File: src/pkg/iprc_pkg.sv
// Purpose: constants for interrupt priority and reset cause block
// Assumes: 8-bit register port, one clock domain
// Notes  : offsets below are local register indices
// Functional notes
// - eight priority bits, one high, reset ones
// - reset cause flags readable by software
// - flags show wake from idle or sleep
// - bit 7 enables two priority levels
// - cause flag layout, access and reset values
// - priority bits ignored while levels disabled
`default_nettype none
package iprc_pkg;
	// ----------------------------------------
	// bus geometry
	// ----------------------------------------
	localparam int DW = 8;
	localparam int AW = 2;
	// ----------------------------------------
	// register offsets
	// ----------------------------------------
	localparam logic [AW-1:0] OFS_PRIO   = 2'h0;
	localparam logic [AW-1:0] OFS_RCAUSE = 2'h1;
	localparam logic [AW-1:0] OFS_IRQ_ST = 2'h2;
	localparam logic [AW-1:0] OFS_IRQ_MK = 2'h3;
	// ----------------------------------------
	// reset cause control fields
	// ----------------------------------------
	localparam int B_PLEN = 7;
	localparam int B_RSTI  = 4;
	localparam int B_WDTO  = 3;
	localparam int B_PWDN  = 2;
	localparam int B_POR   = 1;
	localparam int B_BROWN = 0;
	localparam logic [DW-1:0] RCAUSE_IMPL = 8'h9F;
	localparam logic [DW-1:0] RCAUSE_SWWR = 8'h93;
	localparam logic [DW-1:0] RCAUSE_RST  = 8'h1C;
	localparam logic [DW-1:0] PRIO_RST    = 8'hFF;
	localparam logic [DW-1:0] ALL_HIGH    = 8'hFF;
	// ----------------------------------------
	// event status fields
	// ----------------------------------------
	localparam int EV_N     = 5;
	localparam int E_RSTI   = 0;
	localparam int E_WDTO   = 1;
	localparam int E_BROWN  = 2;
	localparam int E_WSLEEP = 3;
	localparam int E_WIDLE  = 4;
	localparam logic [DW-1:0] IRQ_RST = 8'h00;
endpackage
`default_nettype wire

File: src/rtl/iprc_top.sv
// Purpose: priority register and reset cause register with event irq
// Assumes: inputs synchronous to REF_CLK_IN, event inputs one-cycle pulses
// Notes  : read data appears the cycle after the read strobe only
//
// The address-and-strobe port and the address map were chosen for this implementation.
`timescale 1ns/1ps
`default_nettype none
module iprc_top
(
	// clock and reset
	input  wire logic                     REF_CLK_IN,
	input  wire logic                     SYS_RST_IN,
	// register port
	input  wire logic [iprc_pkg::AW-1:0]  REG_ADDR_IN,
	input  wire logic [iprc_pkg::DW-1:0]  REG_WDATA_IN,
	input  wire logic                     REG_WR_IN,
	input  wire logic                     REG_RD_IN,
	output logic      [iprc_pkg::DW-1:0]  REG_RDATA_OUT,
	// core events
	input  wire logic                     RESET_INSTR_IN,
	input  wire logic                     WDT_TIMEOUT_IN,
	input  wire logic                     WDT_CLEAR_IN,
	input  wire logic                     BROWN_OUT_IN,
	input  wire logic                     IDLE_WAKE_IN,
	input  wire logic                     SLEEP_WAKE_IN,
	// priority view for the vectoring logic
	output logic      [iprc_pkg::DW-1:0]  EFF_PRIO_OUT,
	output logic                          PRIO_LEVELS_OUT,
	// interrupt
	output logic                          IRQ_OUT
);
	import iprc_pkg::*;

	// ----------------------------------------
	// decode
	// ----------------------------------------
	logic          wr_prio;
	logic          wr_rcause;
	logic          wr_st;
	logic          wr_mk;
	logic [DW-1:0] prio_ff;
	logic [DW-1:0] rcause_ff;
	logic [DW-1:0] nxt_rcause;
	logic [DW-1:0] irq_st_ff;
	logic [DW-1:0] irq_mk_ff;
	logic [DW-1:0] nxt_irq_st;
	logic [DW-1:0] ev_vec;
	logic [DW-1:0] rd_mux;

	assign wr_prio   = REG_WR_IN && (REG_ADDR_IN == OFS_PRIO);
	assign wr_rcause = REG_WR_IN && (REG_ADDR_IN == OFS_RCAUSE);
	assign wr_st     = REG_WR_IN && (REG_ADDR_IN == OFS_IRQ_ST);
	assign wr_mk     = REG_WR_IN && (REG_ADDR_IN == OFS_IRQ_MK);

	// ----------------------------------------
	// peripheral priority three
	// ----------------------------------------
	always_ff @(posedge REF_CLK_IN or posedge SYS_RST_IN)
	begin
		if (SYS_RST_IN)
			prio_ff <= PRIO_RST;
		else if (wr_prio)
			prio_ff <= REG_WDATA_IN;
	end

	// ----------------------------------------
	// reset cause control
	// ----------------------------------------
	// hardware events are applied after the software write so they win
	always_comb
	begin
		nxt_rcause = rcause_ff;
		if (wr_rcause)
			nxt_rcause = (rcause_ff & ~RCAUSE_SWWR) | (REG_WDATA_IN & RCAUSE_SWWR);
		if (RESET_INSTR_IN)
			nxt_rcause[B_RSTI] = 1'b0;
		if (BROWN_OUT_IN)
			nxt_rcause[B_BROWN] = 1'b0;
		if (WDT_CLEAR_IN)
		begin
			nxt_rcause[B_WDTO] = 1'b1;
			nxt_rcause[B_PWDN] = 1'b1;
		end
		if (WDT_TIMEOUT_IN)
			nxt_rcause[B_WDTO] = 1'b0;
		// sleep wake leaves power-down low, idle wake raises it
		if (SLEEP_WAKE_IN)
			nxt_rcause[B_PWDN] = 1'b0;
		else if (IDLE_WAKE_IN)
			nxt_rcause[B_PWDN] = 1'b1;
		nxt_rcause = nxt_rcause & RCAUSE_IMPL;
	end

	always_ff @(posedge REF_CLK_IN or posedge SYS_RST_IN)
	begin
		if (SYS_RST_IN)
			rcause_ff <= RCAUSE_RST;
		else
			rcause_ff <= nxt_rcause;
	end

	// ----------------------------------------
	// effective priority
	// ----------------------------------------
	// single-level mode routes every source to one level
	always_ff @(posedge REF_CLK_IN or posedge SYS_RST_IN)
	begin
		if (SYS_RST_IN)
		begin
			EFF_PRIO_OUT    <= ALL_HIGH;
			PRIO_LEVELS_OUT <= 1'b0;
		end
		else
		begin
			EFF_PRIO_OUT    <= nxt_rcause[B_PLEN] ? nxt_prio() : ALL_HIGH;
			PRIO_LEVELS_OUT <= nxt_rcause[B_PLEN];
		end
	end

	function automatic logic [DW-1:0] nxt_prio();
		return wr_prio ? REG_WDATA_IN : prio_ff;
	endfunction

	// ----------------------------------------
	// event status and mask
	// ----------------------------------------
	assign ev_vec = {3'h0, IDLE_WAKE_IN, SLEEP_WAKE_IN, BROWN_OUT_IN, WDT_TIMEOUT_IN, RESET_INSTR_IN};

	always_comb
	begin
		nxt_irq_st = irq_st_ff;
		if (wr_st)
			nxt_irq_st = nxt_irq_st & ~REG_WDATA_IN;
		// a new event in the clearing cycle is kept
		nxt_irq_st = nxt_irq_st | ev_vec;
	end

	always_ff @(posedge REF_CLK_IN or posedge SYS_RST_IN)
	begin
		if (SYS_RST_IN)
			irq_st_ff <= IRQ_RST;
		else
			irq_st_ff <= nxt_irq_st;
	end

	always_ff @(posedge REF_CLK_IN or posedge SYS_RST_IN)
	begin
		if (SYS_RST_IN)
			irq_mk_ff <= IRQ_RST;
		else if (wr_mk)
			irq_mk_ff <= {3'h0, REG_WDATA_IN[EV_N-1:0]};
	end

	always_ff @(posedge REF_CLK_IN or posedge SYS_RST_IN)
	begin
		if (SYS_RST_IN)
			IRQ_OUT <= 1'b0;
		else
			IRQ_OUT <= |(nxt_irq_st & (wr_mk ? {3'h0, REG_WDATA_IN[EV_N-1:0]} : irq_mk_ff));
	end

	// ----------------------------------------
	// read path
	// ----------------------------------------
	always_comb
	begin
		case (REG_ADDR_IN)
			OFS_PRIO:   rd_mux = prio_ff;
			OFS_RCAUSE: rd_mux = rcause_ff & RCAUSE_IMPL;
			OFS_IRQ_ST: rd_mux = irq_st_ff;
			OFS_IRQ_MK: rd_mux = irq_mk_ff;
			default:    rd_mux = 8'h00;
		endcase
	end

	// data stands only in the cycle after the strobe
	always_ff @(posedge REF_CLK_IN or posedge SYS_RST_IN)
	begin
		if (SYS_RST_IN)
			REG_RDATA_OUT <= 8'h00;
		else if (REG_RD_IN)
			REG_RDATA_OUT <= rd_mux;
		else
			REG_RDATA_OUT <= 8'h00;
	end
endmodule
`default_nettype wire

File: config.mk
export PLATFORM = sky130hd
export DESIGN_NAME = iprc_top
export DESIGN_NICKNAME = d
export VERILOG_FILES = /design/src/pkg/iprc_pkg.sv /design/src/rtl/iprc_top.sv
export SDC_FILE = /design/constraint.sdc
export NUM_CORES = 1
export LEC_CHECK = 0
export BUFFER_PORTS_ARGS = -buffer_cell sky130_fd_sc_hd__buf_4
export CORE_ASPECT_RATIO = 1.25
export CORE_MARGIN = 2
export CORE_UTILIZATION = 51
export CTS_BUF_LIST = sky130_fd_sc_hd__clkbuf_16
export DETAILED_ROUTE_END_ITERATION = 8
export PLACE_DENSITY = 0.74
export SYNTH_ARGS = -nofsm -noshare
export SYNTH_HDL_FRONTEND = slang
export SYNTH_SLANG_ARGS = --single-unit
File: constraint.sdc
create_clock -name REF_CLK_IN -period 2.7 [get_ports REF_CLK_IN]
set_input_delay 0.27 -clock REF_CLK_IN [delete_from_list [all_inputs] [get_ports REF_CLK_IN]]
set_output_delay 0.27 -clock REF_CLK_IN [all_outputs]
set_load 0.02 [all_outputs]
Yosys cells after proc, flatten, opt, wreduce, memory -nomap -nowiden
Cells that the tools add are included.
Word-level totals
  register bits after elaboration: 47
  bits in latches: 0
  memory bits (writable): 0
  ROM bits: 0
  input bits: 20
  output and inout port bits: 18
  logic and storage cells: 43
  memories: 0
Cells by class
  add/subtract/negate cells: 0
  multiply operators: 0
  divide/modulo/power cells: 0
  order comparisons: 0
  eq/ne operators: 3
  shift-type cells: 0
  mux-type cells: 13
  bitwise gates (word level): 5
  reductions and logical operators: 10
Operators with widths (number)
  2-to-1 mux 8 bit: 6
  case mux 8 bit (4 select lines): 1
  AND 8 bit: 2
  NOT 8 bit: 1
  bitwise OR 4 x 8 -> 8 bit: 1
  bitwise OR 8 x 5 -> 8 bit: 1
  OR reduction 8 bit: 1
  2-to-1 mux 1 bit: 5
  equality test 2 bit (second input constant): 2
  logical AND 1 bit: 4
  nonzero test 2 bit: 2
  nonzero test 4 bit: 1
  nonzero test 3 bit: 1
  equality test 2 x 1 -> 1 bit (second input constant): 1
  zero test 2 bit: 1
  2-to-1 mux 2 bit: 1

Logic depth before layout (Yosys ltp)
Gate-level depths: netlist of run 1.
  word-level depth: 6
  gate-level depth with buffers: 6
  depth with buffers taken out: 4

Worst setup path before layout of run 1
OpenSTA, ideal clock, no wires.
  path type: input-to-reg
  start: in REG_WR_IN
  end: reg IRQ_OUT
  setup time: 141 ps
  arrival: 1288 ps
  required time: 2559 ps
  setup slack: 1271 ps
  stages: 5
  path buffers: 1
  path through: buf_4 -> nand3_2 -> mux2_4 -> a2111oi_4 -> nand4_1
Between the ends
  word-level cells in the longest chain between the ends: 5
  elaborated cells on any way between the ends: 7
  classes of those cells: mux: 2; bitwise: 2; reduce/logical: 3
RTL lines
  start, declared: RTL line iprc_top.sv:16  | input wire logic REG_WR_IN,
  logical AND 1 bit: RTL line iprc_top.sv:52  | assign wr_st = REG_WR_IN && (REG_ADDR_IN == OFS_IRQ_ST);
  2-to-1 mux 8 bit: RTL line iprc_top.sv:132  | if (wr_st)
  bitwise OR 8 x 5 -> 8 bit: RTL line iprc_top.sv:135  | nxt_irq_st = nxt_irq_st | ev_vec;
  AND 8 bit (*): RTL line iprc_top.sv:159  | IRQ_OUT <= |(nxt_irq_st & (wr_mk ? {3'h0, REG_WDATA_IN[EV_N-1:0]} : irq_mk_ff));
  OR reduction 8 bit (*): RTL line iprc_top.sv:159
  end signal, assigned: RTL line iprc_top.sv:159
  end, declared: RTL line iprc_top.sv:30  | output logic IRQ_OUT
Mark *: on every way between the ends. The rest lies on a longest branch, timed or not.
A chain may end at the register's enable or synchronous reset.

Worst setup path after layout of run 1
  start: in REG_ADDR_IN[1] in the netlist's numbering
  end: reg EFF_PRIO_OUT[0] in the netlist's numbering
Between the ends
  word-level cells in the longest chain between the ends: 4
  elaborated cells on any way between the ends: 7
  classes of those cells: eq/ne: 1; mux: 3; reduce/logical: 3
RTL lines
  start, declared: RTL line iprc_top.sv:14  | input wire logic [iprc_pkg::AW-1:0] REG_ADDR_IN,
  equality test 2 x 1 -> 1 bit or zero test 2 bit (tied branches): RTL line iprc_top.sv:51, iprc_top.sv:50
  logical AND 1 bit, on equally long branches: RTL line iprc_top.sv:51, iprc_top.sv:50
  2-to-1 mux 8 bit, on equally long branches: RTL line iprc_top.sv:73, iprc_top.sv:121
  2-to-1 mux 8 bit (*): RTL line iprc_top.sv:115  | EFF_PRIO_OUT <= nxt_rcause[B_PLEN] ? nxt_prio() : ALL_HIGH;
  end signal, assigned: RTL line iprc_top.sv:115
  end, declared: RTL line iprc_top.sv:27  | output logic [iprc_pkg::DW-1:0] EFF_PRIO_OUT,
Mark *: on every way between the ends. The rest lies on a longest branch, timed or not. The select of a mux whose other input is x is not followed.

==> results of run 1 <==
cells by family (layout without fill, tap and decap cells):
| kind of cell | Yosys count | after routing | synth area share (%) |
|---|---|---|---|
| multiplexers | 25 | 25 | 17.74 |
| AO/OA/AOI/OAI | 15 | 15 | 7.022 |
| buffers and inverters | 6 | 48 | 2.445 |
| flip-flops | 47 | 47 | 60.13 |
| AND/OR/NAND/NOR | 42 | 42 | 12.66 |
sequential cells by signal, summed over array words and instances (netlist names):
register,flops
irq_mk_ff,8
EFF_PRIO_OUT,8
irq_st_ff,8
prio_ff,8
IRQ_OUT,1
rcause_ff,6
REG_RDATA_OUT,8
timing repair:
item | 4_1_cts | 5_1_grt
setup endpoints to repair | 0 | 0
hold buffers | 1 | 0
gates resized for setup | 0 | 0
endpoints found under the hold margin | 8 | 0
layout by cell type, fill, tap and decap left out:
cell and instances:
nand2_1 3, nand3b_1 1, mux2_4 1, clkbuf_16 5
nand4b_1 5, a21o_1 5, mux4_1 1, nor3_1 1
nor2_1 10, o211a_1 3, dfrtp_1 28, nor3b_2 1
mux4_2 5, nand3_2 1, nand4_1 1, buf_4 38
mux2i_1 2, nor2b_1 2, mux2_2 16, dfstp_2 19
a21boi_0 3, a22oi_1 3, nand2b_1 8, and2_1 9
dlygate4sd3_1 1, clkinv_1 1, inv_1 3, a2111oi_4 1
metal layers:
metal / vias up / wire length, um
li1: 564 / -
met1: 641 / 1578
met2: 33 / 2119
met3: 6 / 174
met4: 0 / 63
met5: - / 0
where the power goes:
| part | leakage, nW | internal, mW | switching (mW) |
|---|---|---|---|
| sequential | 0.540 | 0.822 | 0.0348 |
| clock | 0.0776 | 0.333 | 0.241 |
| combinational | 0.481 | 0.161 | 0.160 |
worst max-delay path, cell delays in order:
cell and delay, ns:
buf_4 0.19, nor3b_2 0.69, mux2_2 0.42, nand2b_1 0.15
how the worst min path moves through the flow:
stage,from,end,slack (ns),depth (start not counted)
after floorplan,SLEEP_WAKE_IN,rcause_ff[2],0.30,1
after global placement,SYS_RST_IN,REG_RDATA_OUT[4],0.27,2
after detailed placement,SYS_RST_IN,REG_RDATA_OUT[4],0.28,2
after CTS,WDT_TIMEOUT_IN,rcause_ff[3],0.10,2
after global routing,WDT_TIMEOUT_IN,rcause_ff[3],0.11,2
final,WDT_TIMEOUT_IN,rcause_ff[3],0.11,2
layout make-up:
| cell class | instances | area share [%] |
|---|---|---|
| Sequential cell | 47 | 49.33 |
| Multi-Input combinational cell | 82 | 30.71 |
| Timing Repair Buffer | 39 | 12.14 |
| Clock buffer | 5 | 5.144 |
| Tap cell | 40 | 2.058 |
| Clock inverter | 3 | 0.4630 |
| Inverter | 1 | 0.1543 |
synthesized netlist by cell type, types with 5 or more instances:
cell type  number
mux2_2         16
and2_1          9
nand4b_1        5
dfrtp_1        28
nor2_1         10
dfstp_2        19
nand2b_1        8
a21o_1          5
mux4_2          5
==> key figures, run 1 <==
Outcome
  – Status: complete, no violations

Place
  – Cell Area, Placed: 0.002286 mm2
  – I/O Buffers: 37
  – HPWL after detailed placement: 2.725 mm
  – GPL Wtd Cong: 0.7672
  – Setup WS pre-CTS: 0.8963 ns
  – Placed instance count: 208

Setup path
  – Kind of critical path: in -> reg
  – Required time worst endpoint: 2.91 ns
  – Crit path capture type: flip-flop
  – Worst R2R End: IRQ_OUT
  – Critical Path Source: REG_ADDR_IN[1]
  – CP endpoint: EFF_PRIO_OUT[0]
  – Max FO, Critical Path: 18
  – R2R Setup Slk: 1.44 ns
  – CP arrival: 1.72 ns
  – Worst r2r path cells: 3
  – Startpoint Class: primary input
  – FF-to-FF Start: irq_mk_ff[4]

Timing
  – Fmax: 660.4 MHz
  – Final setup viols: 0
  – RSZ-0062 raised after global routing: no
  – Final Skew: 0.003280 ns
  – Final Cycle Share: 56.08%
  – Final critical-path required period: 1.514 ns
  – Slew @ Worst Pin: 0.7861 ns
  – Final hold violation count: 0
  – Setup WS post-layout: 1.186 ns
  – Max Transition Viols Final: 0
  – Setup_tns: 0 ns
  – Max-Slew Margin vs Limit: 47.37%
  – Hold WS: 0.1059 ns

Cells and area
  – Inserted Diodes: 0
  – Final Cell Area: 0.002432 mm2
  – FF+latch area: 0.001200 mm2
  – Final Util: 64.80%
  – Multi-input gate area: 747.0 um2
  – Area growth syn-to-layout: 21.88%
  – Fillers: 282
  – Post-Layout Cell Count: 217
  – Layout cells sized above 1: 49.15%
  – # nets final: 196

Floorplan
  – Die Ht: 73.94 um
  – Chip width: 59.95 um
  – # IOs: 38
  – Placeable Area: 0.003754 mm2
  – # rows: 25
  – Initial Util: 53.17%
  – Die area: 0.004433 mm2

Synthesis
  – #FFs+latches synth: 47
  – Mapped Area: 0.001996 mm2
  – Netlist cell types: 27
  – Post-synth EDFFs: 0
  – Syn_area_per_cell: 14.78 um2
  – Ys Warns: 0
  – Ys flop type: dfrtp_1
  – Post-Synthesis Cells: 135
  – Net Count, Synth: 155
  – Post-synth top area share: 35.11%
  – Async SR Flop Fraction: 100.0%
  – Cell taking the most area after synthesis: dfrtp_1
  – Register area share after synthesis: 60.13%
  – Ranking of synthesized cells by area: dfrtp_1 35%, dfstp_2 25%, mux2_2 9.0%

Clocking
  – Reg clk slew, reported paths: 0.06 ns
  – CTS Buffer Depth: 2
  – Worst-Skew Late Latency: 0.28 ns
  – Clock sinks: 47
  – H-tree levels: 2
  – Number of setup buffers added after CTS: 0
  – TritonCTS Buffers: 5
  – CTS tree: built
  – Root buffer cell: clkbuf_16

Power
  – VDD IR max: 440.3 uV
  – P per Cell Area: 720.0 mW/mm2
  – Leakage: 1.099 nW
  – Total Power: 1.751 mW

Route
  – WL final: 3.936 mm
  – Routed vias/inst: 5.733
  – Iter 0 DRT Violations: 41
  – Via count: 1,244
  – DRC viols: 0
  – Final ANT Viol Nets: 0
  – TritonRoute pass-1 iters: 4
  – Routed WL per cell: 18.14 um

Global route
  – First-pass GRT wire length: 6.575 mm
  – M3 GR Usage: 5.913%
  – Total grt overflow: 0
  – Largest net degree at the start of global routing: 32
  – Number of global-route vias before repair: 1,356
  – Overall routing resource usage: 20.88%
  – GR Util met2: 34.06%
  – Initial antenna violation count: 0
  – Most Used Layer, Global Route: met2
  – Global routing usage on met1: 26.17%

Min path
  – Type of the tightest min-delay check: in -> reg

Run
  – Max cap viols: 0
Note: power is estimated with default switching activity, not from simulation.
==> run 2, diff against run 1 <==
--- a/config.mk
+++ b/config.mk
@@ -8,10 +8,10 @@
 export BUFFER_PORTS_ARGS = -buffer_cell sky130_fd_sc_hd__buf_4
 export CORE_ASPECT_RATIO = 1.25
 export CORE_MARGIN = 2
-export CORE_UTILIZATION = 51
+export CORE_UTILIZATION = 49
 export CTS_BUF_LIST = sky130_fd_sc_hd__clkbuf_16
 export DETAILED_ROUTE_END_ITERATION = 8
-export PLACE_DENSITY = 0.74
+export PLACE_DENSITY = 0.75
 export SYNTH_ARGS = -nofsm -noshare
 export SYNTH_HDL_FRONTEND = slang
 export SYNTH_SLANG_ARGS = --single-unit
==> constraint.sdc (replaced) <==
create_clock -name REF_CLK_IN -period 1.3 [get_ports REF_CLK_IN]
set_input_delay 0.13 -clock REF_CLK_IN [delete_from_list [all_inputs] [get_ports REF_CLK_IN]]
set_output_delay 0.13 -clock REF_CLK_IN [all_outputs]
set_load 0.02 [all_outputs]
==> run 2 against run 1 <==
Effect of this change: cell area grew 6.4%; sequential power grew 110%; global-route usage shrank 0.49 points; clock-buffer cell count is the same; utilization grew 2.5 points; combinational power grew 120%; register-to-register slack lost 1.4 ns; largest cell class unchanged; die area grew 3.8%; worst hold slack lost 0.082 ns.
==> key figures, run 2 (synthesis results as in run 1) <==
Outcome
  – Status: complete, no violations (unchanged)

Place
  – GPL Wtd Cong: 0.8027 (was 0.7672)
  – I/O Buffers: 37 (unchanged)
  – HPWL after detailed placement: 2.926 mm (was 2.725 mm)
  – Setup WS pre-CTS: -0.05594 ns (was 0.8963 ns)

Timing
  – Fmax: 801.9 MHz
  – Final critical-path required period: 1.247 ns
  – Setup WS post-layout: 0.05289 ns (was 1.186 ns)
  – Final Skew: 0.002711 ns (was 0.003280 ns)
  – RSZ-0062 raised after global routing: yes (was no)
  – Hold WS: 0.02348 ns (was 0.1059 ns)
  – Final Cycle Share: 95.93%
  – Max Transition Viols Final: 0 (unchanged)
  – Setup_tns: 0 ns (unchanged)
  – Final setup viols: 0 (unchanged)
  – Max-Slew Margin vs Limit: 82.35% (was 47.37%)
  – Final hold violation count: 0 (unchanged)
  – Slew @ Worst Pin: 0.2647 ns (was 0.7861 ns)

Clocking
  – Reg clk slew, reported paths: 0.06 ns (about the same)
  – Root buffer cell: clkbuf_16 (unchanged)
  – TritonCTS Buffers: 5 (unchanged)
  – Number of setup buffers added after CTS: 0 (unchanged)
  – Worst-Skew Late Latency: 0.27 ns (was 0.28 ns)
  – CTS tree: built (unchanged)
  – H-tree levels: 2 (unchanged)
  – Clock sinks: 47 (unchanged)
  – CTS Buffer Depth: 2 (unchanged)

Cells and area
  – Inserted Diodes: 0 (unchanged)
  – Fillers: 305 (was 282)
  – Layout cells sized above 1: 51.83% (was 49.15%)
  – Area growth syn-to-layout: 29.72% (was 21.88%)
  – # nets final: 210 (was 196)
  – Most common cell after layout, fill and taps aside: buf_4 (unchanged)
  – Most frequent cells in the layout: 47 x buf_4, 28 x dfrtp_1, 19 x dfstp_2 (was 38 x buf_4, 28 x dfrtp_1, 19 x dfstp_2)
  – Final Util: 67.28% (was 64.80%)

Floorplan
  – Placeable Area: 0.003847 mm2 (was 0.003754 mm2)
  – Chip width: 61.08 um (was 59.95 um)
  – # rows: 25 (unchanged)
  – Die Ht: 75.35 um (was 73.94 um)
  – # IOs: 38 (unchanged)
  – Die area: 0.004602 mm2 (was 0.004433 mm2)
  – Initial Util: 51.87% (was 53.17%)

Route
  – Routed vias/inst: 5.302 (was 5.733)
  – Via count: 1,299 (was 1,244)
  – TritonRoute pass-1 iters: 4 (unchanged)
  – Routed met3 length: 200 um (was 174 um)
  – WL final: 4.097 mm (was 3.936 mm)
  – Iter 0 DRT Violations: 37 (was 41)
  – Met1 wire length: 1.751 mm (was 1.578 mm)
  – Highest Signal Layer: met4 (unchanged)
  – Routed WL per cell: 16.72 um (was 18.14 um)
  – DRC viols: 0 (unchanged)
  – Final ANT Viol Nets: 0 (unchanged)
  – Metal2 WL: 2.119 mm (unchanged)

Setup path
  – CP arrival: 1.38 ns (was 1.72 ns)
  – Max FO, Critical Path: 2 (was 18)
  – Required time worst endpoint: 1.44 ns (was 2.91 ns)
  – Kind of critical path: reg -> reg (was in -> reg)
  – Worst r2r path cells: 3 (unchanged)
  – Startpoint Class: flip-flop (was primary input)
  – Crit path capture type: flip-flop (unchanged)

Global route
  – Initial antenna violation count: 0 (unchanged)
  – Largest net degree at the start of global routing: 48 (was 32)
  – Overall routing resource usage: 20.39% (was 20.88%)
  – First-pass GRT wire length: 6.658 mm (was 6.575 mm)
  – Total grt overflow: 0 (unchanged)
  – Number of global-route vias before repair: 1,340 (was 1,356)

Min path
  – Hold path cells: 2 (unchanged)
  – Type of the tightest min-delay check: in -> reg (unchanged)

Run
  – Max cap viols: 0 (unchanged)

Power
  – Total Power: 3.647 mW (was 1.751 mW)
  – VDD IR max: 893.1 uV (was 440.3 uV)
  – Leakage: 1.171 nW (was 1.099 nW)
  – P per Cell Area: 1409 mW/mm2 (was 720.0 mW/mm2)
[run 2: cell count changes in the layout (fill, tap and decap cells not counted)]
cell / before / now
clkinv_2: 0 / 1
buf_4: 38 / 47
buf_12: 0 / 2
inv_1: 3 / 2
dlygate4sd3_1: 1 / 4
[run 2: metal layers]
layer	track usage, %	vias up
li1	-	595
met1	29.18	661
met2	31.32	41
met3	4.075	2
met4	7.005	0
met5	0	-
[run 2: repair_timing]
item / 4_1_cts / 5_1_grt
endpoints found under the setup margin: 1 / 1
pin swaps: 2 / 1
endpoints found under the hold margin: 31 / 0
hold buffers: 4 / 0
gates resized for setup: 0 / 0
[run 2: layout make-up]
class / count / area (um2) / share of cell area [%]
clock buffers: 5 / 125.1 / 4.833
clock inverters: 3 / 12.51 / 0.4833
inverters: 1 / 3.754 / 0.1450
multi-input cells: 82 / 747.0 / 28.85
flip-flops and latches: 47 / 1200 / 46.35
well taps: 54 / 67.56 / 2.610
repair buffers: 53 / 432.9 / 16.72
[run 2: worst max-delay path, stage by stage (launching register included)]
cell and delay [ns]:
dfrtp_1 0.40, a21o_1 0.21, a2111oi_4 0.37, nand4_1 0.13
[run 2: worst paths after layout]
path                         startpoint               end  slack, ns
setup / recovery           irq_st_ff[4]           IRQ_OUT       0.05
hold / removal             BROWN_OUT_IN      rcause_ff[0]       0.02
setup reg to reg           irq_st_ff[4]           IRQ_OUT       0.05
hold reg to reg            irq_st_ff[1]      irq_st_ff[1]       0.51
max in group asynchronous    SYS_RST_IN   EFF_PRIO_OUT[1]       0.56
min in group asynchronous    SYS_RST_IN  REG_RDATA_OUT[7]       0.47
[run 2: through the flow]
| step | instances | area, um2 |
|---|---|---|
| finish | 245 | 2589 |
| global route | 245 | 2589 |
| CTS | 245 | 2589 |
| detailed placement | 233 | 2411 |
| global placement | 233 | 2411 |
| floorplan | 135 | 1996 |
[run 2: power breakdown]
part | switching (mW) | total [mW] | internal, mW | leakage, nW
combinational | 0.337 | 0.702 | 0.365 | 0.555
clock | 0.471 | 1.16 | 0.694 | 0.0762
sequential | 0.0737 | 1.78 | 1.71 | 0.540
